<file path="src/scbl_pkg.sv">
// Purpose: constants and types for the status clear / bcd / logic unit
// Assumes: 8-bit processor, three clocks per processor cycle
// Notes: opcodes carry the r or index field in bits 1:0
package scbl_pkg;

  localparam int unsigned CLK_PER_CYC = 3;
  localparam logic [3:0] CYC_PSW_CLR = 4'h3;
  localparam logic [3:0] CYC_DAR = 4'h3;
  localparam logic [3:0] CYC_ABS = 4'h4;
  localparam logic [3:0] CYC_IMM = 4'h2;
  localparam logic [3:0] CYC_REL = 4'h3;
  localparam logic [3:0] CYC_REGZ = 4'h2;
  localparam logic [3:0] CYC_HALT = 4'h2;
  localparam logic [3:0] CYC_INDIRECT = 4'h2;

  // opcode bytes with bits 1:0 cleared, except OPC_CLR_LOWER which is the full byte 75
  localparam logic [7:0] OPC_CLR_UPPER = 8'h74;
  localparam logic [7:0] OPC_CLR_LOWER = 8'h75;
  localparam logic [7:0] OPC_DAR = 8'h94;
  localparam logic [7:0] OPC_XOR_REGZ = 8'h20;
  localparam logic [7:0] OPC_XOR_IMM = 8'h24;
  localparam logic [7:0] OPC_XOR_REL = 8'h28;
  localparam logic [7:0] OPC_XOR_ABS = 8'h2c;
  localparam logic [7:0] OPC_HALT = 8'h40;
  localparam logic [7:0] OPC_OR_REGZ = 8'h60;
  localparam logic [7:0] OPC_OR_IMM = 8'h64;
  localparam logic [7:0] OPC_OR_REL = 8'h68;
  localparam logic [7:0] OPC_OR_ABS = 8'h6c;

  // lower status byte fields
  localparam int unsigned PSL_CC_HI = 7;
  localparam int unsigned PSL_CC_LO = 6;
  localparam int unsigned PSL_HALF_DIGIT = 5;
  localparam int unsigned PSL_BANK = 4;
  localparam int unsigned PSL_WITH_CARRY = 3;
  localparam int unsigned PSL_OVERFLOW = 2;
  localparam int unsigned PSL_UCOMP = 1;
  localparam int unsigned PSL_CARRY = 0;
  // upper status byte fields: 7 sense, 6 flag, 5 int inhibit, 2:0 stack
  localparam int unsigned PSU_SENSE = 7;
  localparam logic [7:0] PSU_WRITABLE = 8'h67;
  localparam logic [7:0] PSL_RESET = 8'h00;
  localparam logic [7:0] PSU_RESET = 8'h00;

  localparam logic [1:0] CC_ZERO = 2'h0;
  localparam logic [1:0] CC_POS = 2'h1;
  localparam logic [1:0] CC_NEG = 2'h2;

  localparam logic [7:0] DAR_ADD_NONE_SET = 8'haa;
  localparam logic [7:0] DAR_ADD_HALF_SET = 8'ha0;
  localparam logic [7:0] DAR_ADD_BOTH_SET = 8'h00;
  localparam logic [7:0] DAR_ADD_CARRY_SET = 8'h0a;

  typedef enum logic [2:0] {
    OPK_NONE = 3'b000,
    OPK_CLR_LOWER = 3'b001,
    OPK_CLR_UPPER = 3'b010,
    OPK_DAR = 3'b011,
    OPK_XOR = 3'b100,
    OPK_OR = 3'b101,
    OPK_HALT = 3'b110
  } scbl_kind_t;

  typedef enum logic [2:0] {
    AM_NONE = 3'b000,
    AM_REGZ = 3'b001,
    AM_IMM = 3'b010,
    AM_REL = 3'b011,
    AM_ABS = 3'b100
  } scbl_mode_t;

  function automatic logic [1:0] cc_of(input logic [7:0] v);
    if (v == 8'h00) begin
      return CC_ZERO;
    end
    return v[7] ? CC_NEG : CC_POS;
  endfunction

endpackage
</file>
<file path="src/scbl_bcd_adjust.sv">
// Purpose: decimal adjust correction for packed bcd
// Assumes: carry and half digit flags come from the lower status byte
// Notes: each nibble wraps on its own, no carry between nibbles
`timescale 1ns/1ps
module scbl_bcd_adjust
  import scbl_pkg::*;
(
  // operand and flags
  input wire logic [7:0] val_i,
  input wire logic carry_i,
  input wire logic half_i,
  // result
  output logic [7:0] res_o
);

  logic [7:0] corr;

  always_comb begin
    case ({carry_i, half_i})
      2'b00: corr = DAR_ADD_NONE_SET;
      2'b01: corr = DAR_ADD_HALF_SET;
      2'b11: corr = DAR_ADD_BOTH_SET;
      default: corr = DAR_ADD_CARRY_SET;
    endcase
    res_o = {4'(val_i[7:4] + corr[7:4]), 4'(val_i[3:0] + corr[3:0])};
  end

endmodule

</file>
<file path="src/scbl_exec.sv">
// Purpose: executes status clear, decimal adjust, xor, or and halt
// Assumes: instruction bytes already fetched; memory answers in one cycle
// Notes: three clocks per processor cycle; memory data taken on 3rd clock
//
// How it works
// - three clocks per processor cycle; done after cycles times three
// - clear lower status bits where operand byte holds ones, 3 cycles
// - lower clear reaches cc, half digit, bank, with carry, ovf, ucomp, cy
// - clear upper status bits selected by operand: flag, inhibit, stack
// - decimal adjust adds aa, a0, 00 or 0a per carry flags, 3 cycles
// - decimal adjust keeps carry and half digit flags unchanged
// - condition code after decimal adjust is undefined
// - absolute xor with byte at 13-bit address into r, 4 cycles
// - indexed absolute forms add index register and write register zero
// - immediate xor with second byte into r, 2 cycles
// - relative xor with byte at effective address into r, 3 cycles
// - register xor of r into register zero, r kept, 2 cycles
// - logic ops set cc: positive 01, zero 00, negative 10
// - halt stops execution, drives wait, 2 cycles, no status change
// - only reset or interrupt leaves the wait state
// - absolute or with byte at 13-bit address into r, 4 cycles
// - immediate or with second byte into r, 2 cycles
// - relative or with byte at effective address into r, 3 cycles
// - register or of r into register zero, r kept, 2 cycles
`timescale 1ns/1ps
module scbl_exec
  import scbl_pkg::*;
(
  // clock and reset
  input wire logic clk_i,
  input wire logic rst_n_i,
  // instruction in
  input wire logic start_i,
  input wire logic [7:0] byte0_i,
  input wire logic [7:0] byte1_i,
  input wire logic [7:0] byte2_i,
  input wire logic [12:0] next_addr_i,
  // pins
  input wire logic interrupt_i,
  input wire logic sense_i,
  // memory read port
  input wire logic [7:0] mem_rdata_i,
  output logic mem_rd_o,
  output logic [12:0] mem_addr_o,
  // status
  output logic busy_o,
  output logic done_o,
  output logic run_wait_o,
  output logic [7:0] psl_o,
  output logic [7:0] psu_o,
  output logic [55:0] regs_o
);

  typedef enum logic [2:0] {
    ST_IDLE = 3'b000,
    ST_PTR_HI = 3'b001,
    ST_PTR_LO = 3'b010,
    ST_OPER = 3'b011,
    ST_WAIT = 3'b100,
    ST_HALT = 3'b101
  } scbl_state_t;

  function automatic scbl_kind_t kind_of(input logic [7:0] b);
    case ({b[7:2], 2'b00})
      OPC_XOR_REGZ, OPC_XOR_IMM, OPC_XOR_REL, OPC_XOR_ABS: return OPK_XOR;
      OPC_OR_REGZ, OPC_OR_IMM, OPC_OR_REL, OPC_OR_ABS: return OPK_OR;
      OPC_DAR: return OPK_DAR;
      default: begin
        if (b == OPC_CLR_LOWER) begin
          return OPK_CLR_LOWER;
        end
        if (b == OPC_CLR_UPPER) begin
          return OPK_CLR_UPPER;
        end
        if (b == OPC_HALT) begin
          return OPK_HALT;
        end
        return OPK_NONE;
      end
    endcase
  endfunction

  function automatic scbl_mode_t mode_of(input logic [7:0] b);
    case (b[3:2])
      2'b00: return AM_REGZ;
      2'b01: return AM_IMM;
      2'b10: return AM_REL;
      default: return AM_ABS;
    endcase
  endfunction

  // register file index: r0 shared, r1..r3 per bank
  function automatic logic [2:0] reg_idx(input logic bank,
                                          input logic [1:0] r);
    if (r == 2'b00) begin
      return 3'h0;
    end
    return bank ? 3'({1'b0, r} + 3'd3) : {1'b0, r};
  endfunction

  ////////////////////////////////////////////////////////////////////////
  // pin synchronisers
  logic int_s1_q, int_s2_q, sense_s1_q, sense_s2_q;

  always_ff @(posedge clk_i or negedge rst_n_i) begin
    if (!rst_n_i) begin
      int_s1_q <= 1'b0;
      int_s2_q <= 1'b0;
      sense_s1_q <= 1'b0;
      sense_s2_q <= 1'b0;
    end else begin
      int_s1_q <= interrupt_i;
      int_s2_q <= int_s1_q;
      sense_s1_q <= sense_i;
      sense_s2_q <= sense_s1_q;
    end
  end

  ////////////////////////////////////////////////////////////////////////
  // decode of the held instruction
  scbl_state_t state_q;
  scbl_kind_t kind_q;
  scbl_mode_t mode_q;
  logic [7:0] b0_q, b1_q, b2_q;
  logic [12:0] ea_q;
  logic [7:0] oper_q;
  logic [1:0] ph_q;
  logic [5:0] clk_cnt_q, clk_total_q;
  logic [7:0] regs_q [0:6];
  logic [7:0] psl_q, psu_q;

  logic indexed, last_clk, ph_end;
  logic [2:0] r_sel, dst_sel;
  logic [7:0] r_val, src_b, lu_res, bcd_res;
  logic [1:0] lu_cc;

  assign indexed = (mode_q == AM_ABS) && (b1_q[6:5] != 2'b00);
  assign r_sel = reg_idx(psl_q[PSL_BANK], b0_q[1:0]);
  assign dst_sel = (mode_q == AM_REGZ || indexed) ? 3'h0 : r_sel;
  assign r_val = indexed ? regs_q[0] : regs_q[r_sel];
  assign last_clk = (clk_cnt_q == clk_total_q);
  assign ph_end = (ph_q == 2'(CLK_PER_CYC - 1));

  // second operand per addressing form
  always_comb begin
    case (mode_q)
      AM_REGZ: src_b = regs_q[0];
      AM_IMM: src_b = b1_q;
      default: src_b = oper_q;
    endcase
  end

  scbl_logic_unit u_lu (
    .a_i(r_val),
    .b_i(src_b),
    .or_sel_i(kind_q == OPK_OR),
    .res_o(lu_res),
    .cc_o(lu_cc)
  );

  scbl_bcd_adjust u_bcd (
    .val_i(r_val),
    .carry_i(psl_q[PSL_CARRY]),
    .half_i(psl_q[PSL_HALF_DIGIT]),
    .res_o(bcd_res)
  );

  ////////////////////////////////////////////////////////////////////////
  // sequencer
  logic [12:0] start_ea;
  logic [5:0] start_total;
  scbl_kind_t start_kind;
  scbl_mode_t start_mode;
  logic start_ind;

  always_comb begin
    start_kind = kind_of(byte0_i);
    start_mode = (start_kind == OPK_XOR || start_kind == OPK_OR) ?
                 mode_of(byte0_i) : AM_NONE;
    start_ind = (start_mode == AM_REL || start_mode == AM_ABS) &&
                byte1_i[7];
    if (start_mode == AM_REL) begin
      start_ea = 13'(next_addr_i + {{6{byte1_i[6]}}, byte1_i[6:0]});
    end else begin
      start_ea = {byte1_i[4:0], byte2_i};
    end
    case (start_kind)
      OPK_CLR_LOWER, OPK_CLR_UPPER: start_total = 6'(CYC_PSW_CLR);
      OPK_DAR: start_total = 6'(CYC_DAR);
      OPK_HALT: start_total = 6'(CYC_HALT);
      OPK_XOR, OPK_OR: begin
        case (start_mode)
          AM_ABS: start_total = 6'(CYC_ABS);
          AM_REL: start_total = 6'(CYC_REL);
          AM_IMM: start_total = 6'(CYC_IMM);
          default: start_total = 6'(CYC_REGZ);
        endcase
      end
      default: start_total = 6'(CYC_REGZ);
    endcase
    if (start_ind) begin
      start_total = 6'(start_total + 6'(CYC_INDIRECT));
    end
    start_total = 6'(start_total * 6'(CLK_PER_CYC));
  end

  always_ff @(posedge clk_i or negedge rst_n_i) begin
    if (!rst_n_i) begin
      state_q <= ST_IDLE;
      kind_q <= OPK_NONE;
      mode_q <= AM_NONE;
      b0_q <= 8'h00;
      b1_q <= 8'h00;
      b2_q <= 8'h00;
      ea_q <= 13'h0000;
      oper_q <= 8'h00;
      ph_q <= 2'h0;
      clk_cnt_q <= 6'h00;
      clk_total_q <= 6'h00;
    end else begin
      if (state_q != ST_IDLE && state_q != ST_HALT) begin
        clk_cnt_q <= 6'(clk_cnt_q + 6'h01);
      end
      ph_q <= (state_q == ST_IDLE || ph_end) ? 2'h0 : 2'(ph_q + 2'h1);
      case (state_q)
        ST_IDLE: begin
          if (start_i) begin
            kind_q <= start_kind;
            mode_q <= start_mode;
            b0_q <= byte0_i;
            b1_q <= byte1_i;
            b2_q <= byte2_i;
            ea_q <= start_ea;
            clk_cnt_q <= 6'h01;
            clk_total_q <= start_total;
            if (start_ind) begin
              state_q <= ST_PTR_HI;
            end else if (start_mode == AM_REL || start_mode == AM_ABS) begin
              state_q <= ST_OPER;
            end else begin
              state_q <= ST_WAIT;
            end
          end
        end
        ST_PTR_HI: begin
          if (ph_end) begin
            oper_q <= mem_rdata_i;
            ea_q <= 13'(ea_q + 13'h0001);
            state_q <= ST_PTR_LO;
          end
        end
        ST_PTR_LO: begin
          if (ph_end) begin
            ea_q <= {oper_q[4:0], mem_rdata_i};
            state_q <= ST_OPER;
          end
        end
        ST_OPER: begin
          if (ph_end) begin
            oper_q <= mem_rdata_i;
            state_q <= ST_WAIT;
          end
        end
        ST_WAIT: begin
          if (last_clk) begin
            state_q <= (kind_q == OPK_HALT) ? ST_HALT : ST_IDLE;
          end
        end
        ST_HALT: begin
          if (int_s2_q) begin
            state_q <= ST_IDLE;
          end
        end
        default: state_q <= ST_IDLE;
      endcase
    end
  end

  // index register offset is applied when the operand address is formed
  logic [12:0] oper_addr;
  assign oper_addr = indexed ?
                     13'(ea_q + {5'h00, regs_q[r_sel]}) : ea_q;

  ////////////////////////////////////////////////////////////////////////
  // memory port
  always_ff @(posedge clk_i or negedge rst_n_i) begin
    if (!rst_n_i) begin
      mem_rd_o <= 1'b0;
      mem_addr_o <= 13'h0000;
    end else begin
      mem_rd_o <= 1'b0;
      if (state_q == ST_IDLE && start_i &&
          (start_mode == AM_REL || start_mode == AM_ABS)) begin
        mem_rd_o <= 1'b1;
        mem_addr_o <= start_ea;
      end else if ((state_q == ST_PTR_HI || state_q == ST_PTR_LO) &&
                   !ph_end) begin
        mem_rd_o <= 1'b1;
      end else if (state_q == ST_PTR_HI && ph_end) begin
        mem_rd_o <= 1'b1;
        mem_addr_o <= 13'(ea_q + 13'h0001);
      end else if (state_q == ST_PTR_LO && ph_end) begin
        mem_rd_o <= 1'b1;
        mem_addr_o <= indexed ? 13'({oper_q[4:0], mem_rdata_i} +
                                    {5'h00, regs_q[r_sel]}) :
                                {oper_q[4:0], mem_rdata_i};
      end else if (state_q == ST_OPER && !ph_end) begin
        mem_rd_o <= 1'b1;
        mem_addr_o <= oper_addr;
      end
    end
  end

  ////////////////////////////////////////////////////////////////////////
  // register file and status bytes, written on the last clock
  logic commit;
  assign commit = (state_q == ST_WAIT) && last_clk;

  always_ff @(posedge clk_i or negedge rst_n_i) begin
    if (!rst_n_i) begin
      for (int i = 0; i < 7; i++) begin
        regs_q[i] <= 8'h00;
      end
    end else if (commit) begin
      case (kind_q)
        OPK_XOR, OPK_OR: regs_q[dst_sel] <= lu_res;
        OPK_DAR: regs_q[r_sel] <= bcd_res;
        default: regs_q[0] <= regs_q[0];
      endcase
    end
  end

  always_ff @(posedge clk_i or negedge rst_n_i) begin
    if (!rst_n_i) begin
      psl_q <= PSL_RESET;
      psu_q <= PSU_RESET;
    end else if (commit) begin
      case (kind_q)
        OPK_CLR_LOWER: psl_q <= psl_q & ~b1_q;
        OPK_CLR_UPPER: psu_q <= psu_q & ~(b1_q & PSU_WRITABLE);
        // carry flags untouched, cc follows result as a don't-care value
        OPK_DAR: psl_q[PSL_CC_HI:PSL_CC_LO] <= cc_of(bcd_res);
        OPK_XOR, OPK_OR: psl_q[PSL_CC_HI:PSL_CC_LO] <= lu_cc;
        default: psl_q <= psl_q;
      endcase
    end
  end

  ////////////////////////////////////////////////////////////////////////
  // outputs
  always_ff @(posedge clk_i or negedge rst_n_i) begin
    if (!rst_n_i) begin
      busy_o <= 1'b0;
      done_o <= 1'b0;
      run_wait_o <= 1'b1;
    end else begin
      done_o <= commit;
      busy_o <= (state_q == ST_IDLE) ? start_i :
                (state_q != ST_HALT) && !commit;
      if (commit && kind_q == OPK_HALT) begin
        run_wait_o <= 1'b0;
      end else if (state_q == ST_HALT && int_s2_q) begin
        run_wait_o <= 1'b1;
      end
    end
  end

  assign psl_o = psl_q;
  assign psu_o = {sense_s2_q, psu_q[PSU_SENSE-1:0]};
  assign regs_o = {regs_q[6], regs_q[5], regs_q[4], regs_q[3],
                   regs_q[2], regs_q[1], regs_q[0]};

endmodule

</file>
<file path="src/scbl_logic_unit.sv">
// Purpose: exclusive-or and inclusive-or with condition code result
// Assumes: purely combinational
// Notes: or is chosen when or_sel_i is high
`timescale 1ns/1ps
module scbl_logic_unit
  import scbl_pkg::*;
(
  // operands
  input wire logic [7:0] a_i,
  input wire logic [7:0] b_i,
  input wire logic or_sel_i,
  // result
  output logic [7:0] res_o,
  output logic [1:0] cc_o
);

  always_comb begin
    res_o = or_sel_i ? (a_i | b_i) : (a_i ^ b_i);
    cc_o = cc_of(res_o);
  end

endmodule

</file>
<file path="config.mk">
export PLATFORM = sky130hd
export DESIGN_NAME = scbl_exec
export DESIGN_NICKNAME = d
export VERILOG_FILES = /design/src/scbl_pkg.sv /design/src/scbl_bcd_adjust.sv /design/src/scbl_exec.sv /design/src/scbl_logic_unit.sv
export SDC_FILE = /design/constraint.sdc
export NUM_CORES = 1
export LEC_CHECK = 0
export BUFFER_PORTS_ARGS = -buffer_cell sky130_fd_sc_hd__buf_2
export CORE_MARGIN = 2
export CORE_UTILIZATION = 48
export CTS_CLUSTER_DIAMETER = 120
export DETAILED_ROUTE_END_ITERATION = 6
export MAX_ROUTING_LAYER = met4
export PLACE_DENSITY = 0.67
export SYNTH_ARGS = -nofsm -noshare
export SYNTH_HDL_FRONTEND = slang
export SYNTH_SLANG_ARGS = --single-unit
export TNS_END_PERCENT = 20
</file>
<file path="constraint.sdc">
create_clock -name clk_i -period 7.4 [get_ports clk_i]
set_input_delay 1.48 -clock clk_i [delete_from_list [all_inputs] [get_ports clk_i]]
set_output_delay 1.48 -clock clk_i [all_outputs]
set_load 0.02 [all_outputs]
</file>
### Word-level counts from Yosys, hierarchy flattened

Cells that the tools add are included.

| word-level totals | value |
|---|---|
| register bits | 147 |
| output and inout port bits | 89 |
| word-level logic and storage cells | 236 |

| operators by class | value |
|---|---|
| $add $sub $neg | 10 |
| multipliers | 1 |
| order comparisons | 4 |
| equality and inequality tests | 47 |
| muxes and demuxes | 86 |
| bitwise operators | 8 |
| reductions and logical operators | 51 |

Operator list:

| kind | count |
|---|---|
| $mux W13 | 11 |
| $bwmux W56 | 2 |
| $pmux W48 S2 | 1 |
| $mux W3 | 20 |
| $demux W8 S3 | 2 |
| $mux W8 | 6 |
| $pmux W13 S3 | 1 |
| $pmux W8 S2 | 2 |
| $eq A3 B3 Y1 const B | 9 |
| $add A13 B8 Y13 | 2 |
| $bmux W8 S3 | 1 |
| $eq A3 B2 Y1 const B | 8 |
| $eq A6 B4 Y1 const B | 4 |
| $eq A6 B5 Y1 const B | 4 |
| $eq A8 B7 Y1 const B | 3 |
| $mux W6 | 4 |
| $pmux W8 S3 | 1 |
| $mux W1 | 22 |
| $pmux W3 S3 | 2 |
| $pmux W3 S6 | 1 |
| $and A8 B8 Y8 | 2 |
| $logic_not A8 Y1 | 2 |
| $logic_and A1 B1 Y1 | 15 |
| $mux W2 | 7 |
| 38 further kinds | 75 |

### Depth between registers and ports, before layout

Gate-level depths: netlist of run 1.

| logic depth | value |
|---|---|
| depth in word-level cells | 21 |
| depth in mapped cells | 19 |

### Cells and area by module

From an unflattened synthesis of run 1, not the netlist that was laid out.

| second synthesis, totals | value |
|---|---|
| cells, all modules | 1239 |
| area, all modules | 10585.2 um^2 |

Modules (own cells, without submodules):

| module | times used | cells an instance | area an instance (um^2) | seq. area each (um^2) |
|---|---|---|---|---|
| scbl_exec | 1 | 1181 | 10161.0 | 3604.7 |
| scbl_logic_unit | 1 | 48 | 306.5 | 0.0 |
| scbl_bcd_adjust | 1 | 10 | 117.6 | 0.0 |

### Worst setup path after synthesis of run 1

Ideal clock, no wire load.

| path | value |
|---|---|
| path kind | in2reg |
| from | input port byte0_i[3] |
| to | register clk_total_q[4] |
| setup time | 0.125 ns |
| arrival | 4.039 ns |
| required time | 7.275 ns |
| slack | 3.237 ns |
| stages on the path | 14 |
| buffers on the path | 0 |
| cell sequence | inv_1 ha_1 or4_1 nand3_1 inv_1 ha_1 a31oi_1 inv_1 ha_1 a21oi_1 nor2_1 nor2_1 xnor2_1 mux2_2 |

| on the way | value |
|---|---|
| longest elaborated chain between the ends | 18 |

Ends and longest elaborated chain:

| element | line | RTL |
|---|---|---|
| start, declared | scbl_exec.sv:34 | `input wire logic [7:0] byte0_i,` |
| $eq A8 B7 Y1 | scbl_exec.sv:75 | `if (b == OPC_HALT) begin` |
| $mux W1 (2 in a row) | scbl_exec.sv:75 |  |
| $mux W1 | scbl_exec.sv:72 | `if (b == OPC_CLR_UPPER) begin` |
| $mux W1 | scbl_exec.sv:64 | `case ({b[7:2], 2'b00})` |
| $mux W3 | scbl_exec.sv:78 | `return OPK_NONE;` |
| $mux W3 | scbl_exec.sv:75 |  |
| $mux W3 | scbl_exec.sv:72 |  |
| $pmux W3 S3 | scbl_exec.sv:64 |  |
| $eq A3 B3 Y1 | scbl_exec.sv:178, scbl_exec.sv:187 |  |
| $logic_or A1 B1 Y1 | scbl_exec.sv:178 | `start_mode = (start_kind == OPK_XOR \|\| start_kind == OPK_OR) ?` |
| $mux W3 | scbl_exec.sv:178 |  |
| $eq A3 B2 Y1 / $eq A3 B3 Y1 (equally long branches) | scbl_exec.sv:180, scbl_exec.sv:192 |  |
| $pmux W3 S2 | scbl_exec.sv:192 | `case (start_mode)` |
| $pmux W3 S2 | scbl_exec.sv:187 | `case (start_kind)` |
| $add A6 B2 Y6 | scbl_exec.sv:202 | `start_total = 6'(start_total + 6'(CYC_INDIRECT));` |
| $mux W6 * | scbl_exec.sv:201 | `if (start_ind) begin` |
| $mul A6 B2 Y6 * | scbl_exec.sv:204 | `start_total = 6'(start_total * 6'(CLK_PER_CYC));` |
| end signal, assigned | scbl_exec.sv:235 | `clk_total_q <= start_total;` |
| end, declared | scbl_exec.sv:128 | `logic [5:0] clk_cnt_q, clk_total_q;` |

Every way passes the cells marked *; elsewhere a longest branch is shown, timed or not. The select of a mux whose other input is x is not followed.
A chain may end at the register's enable or synchronous reset.

### Worst setup path in the final report of run 1

| path | value |
|---|---|
| from | register b0_q[0] |
| to | register mem_addr_o[12] |

| on the way | value |
|---|---|
| longest elaborated chain between the ends | 14 |

Ends and longest elaborated chain:

| element | line | RTL |
|---|---|---|
| start, declared | scbl_exec.sv:124 | `logic [7:0] b0_q, b1_q, b2_q;` |
| start signal, assigned | scbl_exec.sv:230 | `b0_q <= byte0_i;` |
| $add A2 B2 Y3 / $logic_not A2 Y1 (equally long branches) | scbl_exec.sv:98, scbl_exec.sv:95 |  |
| $mux W3 / $mux W1 (equally long branches) | scbl_exec.sv:98, scbl_exec.sv:95 |  |
| $mux W3 * | scbl_exec.sv:98 | `return bank ? 3'({1'b0, r} + 3'd3) : {1'b0, r};` |
| $not A3 Y4 (implied by the code) * | scbl_exec.sv:282, scbl_exec.sv:305 |  |
| $bmux W8 S3 * | scbl_exec.sv:282, scbl_exec.sv:305 |  |
| $mux W8 (implied by the code) * (2 in a row) | scbl_exec.sv:282, scbl_exec.sv:305 |  |
| $add A13 B8 Y13 | scbl_exec.sv:282 | `13'(ea_q + {5'h00, regs_q[r_sel]}) : ea_q;` |
| $mux W13 | scbl_exec.sv:281 | `assign oper_addr = indexed ?` |
| $mux W13 | scbl_exec.sv:307 | `end else if (state_q == ST_OPER && !ph_end) begin` |
| $mux W13 * | scbl_exec.sv:302 | `end else if (state_q == ST_PTR_LO && ph_end) begin` |
| $mux W13 * | scbl_exec.sv:299 | `end else if (state_q == ST_PTR_HI && ph_end) begin` |
| $mux W13 * | scbl_exec.sv:296 | `end else if ((state_q == ST_PTR_HI \|\| state_q == ST_PTR_LO) &&` |
| $mux W13 * | scbl_exec.sv:292 | `if (state_q == ST_IDLE && start_i &&` |
| end signal, assigned | scbl_exec.sv:295 | `mem_addr_o <= start_ea;` |
| end signal, assigned | scbl_exec.sv:301 | `mem_addr_o <= 13'(ea_q + 13'h0001);` |
| end signal, assigned | scbl_exec.sv:304 | `mem_addr_o <= indexed ? 13'({oper_q[4:0], mem_rdata_i} +` |
| end, declared | scbl_exec.sv:44 | `output logic [12:0] mem_addr_o,` |

Marks and branches as above.

==> flow_summary.json, run 1 <==
{
  "final-setup-viol-count": 0,
  "fin_ws_ns": 2.242,
  "io_pins": 139,
  "grt_max_degree": 77,
  "clock-sinks": 144,
  "start_util_pct": 48.59,
  "ys_seq_area_share_pct": 34.31,
  "critPathMaxFanout": 22,
  "cts_resized": 0,
  "yosys_warnings": 0,
  "grt_usage_pct": 33.11,
  "async_reset_ff_share_pct": 100.0,
  "leakagePower_nw": 5.327,
  "route.detailed.drc": 0,
  "synth_top_family_by_area": "compound AO/OA/AOI/OAI gates",
  "cts-buffers-inserted": 17,
  "drt_iter0_markers": 996,
  "hold_viol_final": 0,
  "cp.required_ns": 7.70,
  "syn_area_um2": 10510,
  "min_period_over_period_pct": 69.70,
  "fmax_ghz": 0.1939,
  "synth-xor-area-share_pct": 5.311,
  "arrival_ns": 5.45,
  "die_w_um": 151.9,
  "dr_total_vias": 10390,
  "ant_nets": 0,
  "drive_gt1_share_pct": 16.90,
  "totalWireLength_um": 37790,
  "status": "complete, no violations",
  "syn_inst": 1237,
  "crit_chain": "inv_1, ha_1, nor2_1, mux2i_1, o2111a_1, fa_1, nor2b_1, o2111ai_1, a31oi_1, or3b_1, xnor2_1, a22oi_1, o211ai_1",
  "place.port_buffers": 136,
  "drv_cap": 0,
  "max_stage_delay_ns": 0.89,
  "final.setup.tns_ns": 0,
  "antenna_found_initial": 0,
  "clockBufferDepth": 2,
  "clkLatencyLatePin_ns": 0.43,
  "worstSetupPathType": "reg2reg",
  "clock_skew_ns": 0.01259,
  "max-vdd-ir-drop_mv": 0.2086,
  "syn_area_per_cell_um2": 8.493,
  "n_antenna_cell": 0,
  "slew_viol_final": 0,
  "postCtsSetupRepairBufs": 0,
  "core_area_um2": 21620,
  "hold_class": "reg2reg",
  "startpoint_type": "flip-flop",
  "htree_levels": 4,
  "routabilityCongestion": 0.9756,
  "synth_ff_type": "dfrtp_1",
  "crit_cells": 13,
  "path_buf_inv": 1,
  "worst_path_max_delay_cell": "nor2_1",
  "yosys.area_share.simple_pct": 19.89,
  "critPathTopFamily": "simple AND/OR/NAND/NOR gates",
  "final_cell_mix": "nand2_1, dfrtp_1, buf_2",
  "crit_start": "b0_q[0]",
  "gr-total-overflow": 0,
  "rsz0062_at_grt": "false",
  "dp_slack_ns": 2.357,
  "yosysUniqueCellTypes": 86,
  "vias_per_cell": 6.381,
  "worst_r2r_path_depth": 13,
  "dieHeight_um": 151.9,
  "cts_tree": "yes",
  "area_delta_synth_final_pct": 13.36,
  "r2r_setup_slack_ns": 2.24,
  "fillCellCount": 2063,
  "fp.dieArea_um2": 23090,
  "end_kind": "flip-flop",
  "cts_hold_buffers": 0,
  "r2r_end": "mem_addr_o[12]",
  "synth_edf_count": 0,
  "tightest_slew_ns": 1.253,
  "synth_adder_area_share_pct": 7.431,
  "core.rowCount": 54,
  "wl_per_cell_um": 23.20,
  "synthMuxAreaShare_pct": 4.502,
  "layout.nets": 1446,
  "hpwl_um": 27990,
  "grt_pass1_wl_um": 57520,
  "reg2reg_from": "b0_q[0]",
  "critPathCapture": "mem_addr_o[12]",
  "final_common_cell": "nand2_1",
  "drtPass1Iterations": 5,
  "synth_compound_area_share_pct": 24.19,
  "grt_pass1_vias": 9653,
  "slew_headroom_pct": 15.90,
  "clkTransAtPathRegs_ns": 0.07,
  "powerDensity_nw_per_um2": 354.8,
  "ys_seq_elements": 144,
  "cts_root_buf": "clkbuf_16",
  "period_minus_slack_ns": 5.158
}
## stage by stage
stage / total power [mW] / instances / utilization (%) / cell area [um^2] / hold WS, ns
after floorplan: 2.606 / 1238 / - / 10510 / 0.3312
after global placement: 3.287 / 1597 / 52.44 / 11340 / 0.3331
after detailed placement: 3.300 / 1597 / 52.44 / 11340 / 0.3358
after CTS: 4.175 / 1629 / 55.09 / 11910 / 0.3488
after global routing: 4.465 / 1629 / 55.09 / 11910 / 0.3511
final: 4.226 / 1629 / 55.09 / 11910 / 0.3456
## per-layer routing
layer | vias up | GRT usage, % | share of wire [%]
li1 | 4727 | - | -
met1 | 5009 | 45.42 | 43
met2 | 558 | 48.48 | 44
met3 | 100 | 7.131 | 9.1
met4 | 0 | 11.88 | 3.5
met5 | - | - | 0
## worst min path at each step
stage                     from          to  slack, ns  depth (start not counted)
floorplan             int_s1_q    int_s2_q       0.33                          0
global placement    sense_s1_q  sense_s2_q       0.33                          0
detailed placement    int_s1_q    int_s2_q       0.34                          0
CTS                   int_s1_q    int_s2_q       0.35                          0
global route          int_s1_q    int_s2_q       0.35                          0
finish                int_s1_q    int_s2_q       0.35                          0
## sequential cells by signal, summed over array words and instances, names as in the netlist, 2 cells and up
signal / flops
psu_q: 5
psl_o: 8
kind_q: 3
mode_q: 3
ph_q: 2
clk_cnt_q: 6
ea_q: 13
mem_addr_o: 13
b0_q: 2
state_q: 3
regs_o: 56
oper_q: 8
clk_total_q: 6
b1_q: 8
## synthesized netlist by cell type (18+ instances only)
cell | number | share of area, %
mux2i_1 | 18 | 1.7
xor2_1 | 22 | 1.8
nor3_1 | 23 | 1.1
o21ai_1 | 45 | 2.1
clkbuf_1 | 37 | 1.3
buf_2 | 19 | 0.91
a32oi_1 | 18 | 1.5
inv_1 | 36 | 1.3
nand2_1 | 174 | 6.2
dfrtp_1 | 143 | 34
a21oi_1 | 55 | 2.6
ha_1 | 56 | 6.7
nand3_1 | 35 | 1.7
o21ai_0 | 86 | 4.1
nor2_1 | 99 | 3.5
xnor2_1 | 38 | 3.2
a22oi_1 | 44 | 3.1
## power breakdown
group	leakage (nW)	total (mW)	switching, mW	internal, mW
combinational	3.17	2.09	1.34	0.757
clock	0.282	0.868	0.393	0.476
sequential	1.88	1.27	0.300	0.966
## cells by family after synthesis
group | Yosys count
xor gates and xnor gates | 62
buffers and inverters | 109
other | 1
and+or+nand+nor | 434
AOI/OAI and AO/OA | 388
muxes | 39
DFF | 144
adders and majority gates | 60
## cell type report
type                       instances  area (um^2)  area share, %
multi-input combinational        985         6456          54.21
timing repair buffer             148        777.0          6.524
inverter                          40        150.1          1.261
clock buffer                      18        429.2          3.603
sequential                       144         3605          30.27
clock inverter                    14        142.6          1.198
tap                              280        350.3          2.941
Power figures use the tool's default switching activity.
==> run 2, diff against run 1 <==
clock period = 5.41 ns   (was 7.4 ns; I/O delays follow)
==> run 2 against run 1 <==
  * Clock-buffer cell count increased by 1
  * Hold slack improved by 0.0026 ns
  * Critical endpoint unchanged
  * Sequential power increased by 35%
  * Cell count increased by 0.68%
  * Highest routed layer unchanged
  * Power increased by 37%
  * Non-clock buffer count increased by 11
  * Clock power increased by 36%
  * Largest cell class unchanged
  * Critical path depth increased by 2
  * Maximum frequency increased by 13%
  * Flip-flop and latch count unchanged
==> flow_summary.json, run 2 (same netlist as run 1, synthesis figures left out) <==
{
  "min_period_over_period_pct": 84.59,
  "arrival_ns": 4.87,
  "drtPass1Iterations": 5,
  "final_cell_mix": "nand2_1, dfrtp_1, buf_2",
  "p_comb_share_pct": 50.1,
  "p_seq_share_pct": 29.5,
  "cts_tree": "yes",
  "period_minus_slack_ns": 4.577,
  "slew_headroom_pct": 10.89,
  "clock_skew_ns": 0.009422,
  "cts_resized": 0,
  "p_sw_share_pct": 47.58,
  "grtUsageMet2_pct": 48.58,
  "globalRouteMet3Util_pct": 5.876,
  "clkLatencyLatePin_ns": 0.43,
  "slew_viol_final": 0,
  "route.detailed.drc": 0,
  "leakagePower_nw": 5.371,
  "start_util_pct": 48.59,
  "vias_per_cell": 6.362,
  "tightest_slew_ns": 1.334,
  "dieHeight_um": 151.9,
  "gr-total-overflow": 0,
  "antenna_found_initial": 0,
  "final_common_cell": "nand2_1",
  "holdCritStartpoint": "sense_s1_q",
  "clock-sinks": 144,
  "drive_gt1_share_pct": 17.57,
  "fmax_ghz": 0.2185,
  "wl_per_cell_um": 22.78,
  "hpwl_um": 28090,
  "routabilityCongestion": 1.045,
  "cp.required_ns": 5.71,
  "whs_ns": 0.3482,
  "final-setup-viol-count": 0,
  "fin_ws_ns": 0.8334,
  "postCtsSetupRepairBufs": 0,
  "grt_pass1_wl_um": 58630,
  "clkTransAtPathRegs_ns": 0.07,
  "core.rowCount": 54,
  "r2r_setup_slack_ns": 0.83,
  "max-vdd-ir-drop_mv": 0.2787,
  "fp.dieArea_um2": 23090,
  "reg2reg_from": "b0_q[1]",
  "io_pins": 139,
  "cts-buffers-inserted": 17,
  "core_area_um2": 21620,
  "use_met1_pct": 46.61,
  "drt_iter0_markers": 1115,
  "ant_nets": 0,
  "busiest_layer": "met2",
  "clockBufferDepth": 2,
  "hold_class": "reg2reg",
  "cts_root_buf": "clkbuf_16",
  "largest_reg_flops": 56,
  "layout.nets": 1457,
  "post-route-util_pct": 55.47,
  "switchingPower_mw": 2.759,
  "place.port_buffers": 136,
  "critPathMaxFanout": 22,
  "r2r_end": "mem_addr_o[12]",
  "htree_levels": 4,
  "cts_hold_buffers": 0,
  "startpoint_type": "flip-flop",
  "grt_usage_pct": 33.22,
  "hold_viol_final": 0,
  "dp_slack_ns": 0.9685,
  "worst_r2r_path_depth": 15,
  "critPathCapture": "mem_addr_o[12]",
  "grt_max_degree": 96,
  "internal_power_mw": 3.040,
  "n_antenna_cell": 0,
  "area_delta_synth_final_pct": 14.15,
  "dr_total_vias": 10430,
  "drv_cap": 0,
  "powerDensity_nw_per_um2": 483.5,
  "pwr-share-clk_pct": 20.4,
  "end_kind": "flip-flop",
  "status": "complete, no violations",
  "die_w_um": 151.9,
  "crit_start": "b0_q[1]",
  "grt_pass1_vias": 9827,
  "totalWireLength_um": 37360,
  "worstSetupPathType": "reg2reg",
  "final.setup.tns_ns": 0,
  "rsz0062_at_grt": "false"
}
[run 2: cell count changes in the layout (fill, tap and decap cells not counted), sizes merged]
cell      previous run  this run
clkbuf              18        19
clkinvlp             1         4
inv                 48        44
buf                148       159
[run 2: how the worst min path moves through the flow]
stage	endpoint	depth (start not counted)
6_report	sense_s2_q	0
5_1_grt	int_s2_q	0
4_1_cts	sense_s2_q	0
3_5_place_dp	sense_s2_q	0
3_3_place_gp	sense_s2_q	0
2_1_floorplan	int_s2_q	0
[run 2: power groups by stage]
stage | clock network (mW) | registers (mW) | logic [mW]
after floorplan | 0 | 1.65 | 1.91
after global placement | 0 | 1.71 | 2.80
after detailed placement | 0 | 1.71 | 2.83
after CTS | 1.19 | 1.70 | 2.85
after global routing | 1.24 | 1.74 | 3.15
final | 1.18 | 1.71 | 2.91
[run 2: area by class of cell]
cell class	count	area [um^2]
Fill cell	2035	9628
Multi-Input combinational cell	985	6456
Sequential cell	144	3605
Timing Repair Buffer	159	859.6
Clock buffer	19	442.9
Tap cell	280	350.3
Inverter	40	150.1
Clock inverter	13	128.9
[run 2: critical path, cell delays in order, from the launching register on]
cell and delay (ns):
dfrtp_1 0.55, inv_1 0.24, ha_1 0.71, or2_1 0.48, nand2_1 0.12, a21oi_1 0.14, a21oi_1 0.06, o2111a_1 0.23
fa_1 0.45, nor2b_1 0.20, o2111ai_1 0.19, a31oi_1 0.31, or3b_1 0.40, xnor2_1 0.13, a22oi_1 0.14, o211ai_1 0.10
[run 2: metrics by stage]
step / cells / power, mW / cell area, um^2
2_1_floorplan: 1238 / 3.565 / 10510
3_3_place_gp: 1608 / 4.516 / 11420
3_5_place_dp: 1608 / 4.546 / 11420
4_1_cts: 1640 / 5.738 / 11990
5_1_grt: 1640 / 6.137 / 11990
6_report: 1640 / 5.799 / 11990
[run 2: per-layer routing]
layer	routed length (um)	part of all wire (%)
met4	1240	3.3
met3	3396	9.1
met1	16250	43
met2	16480	44
met5	0	0
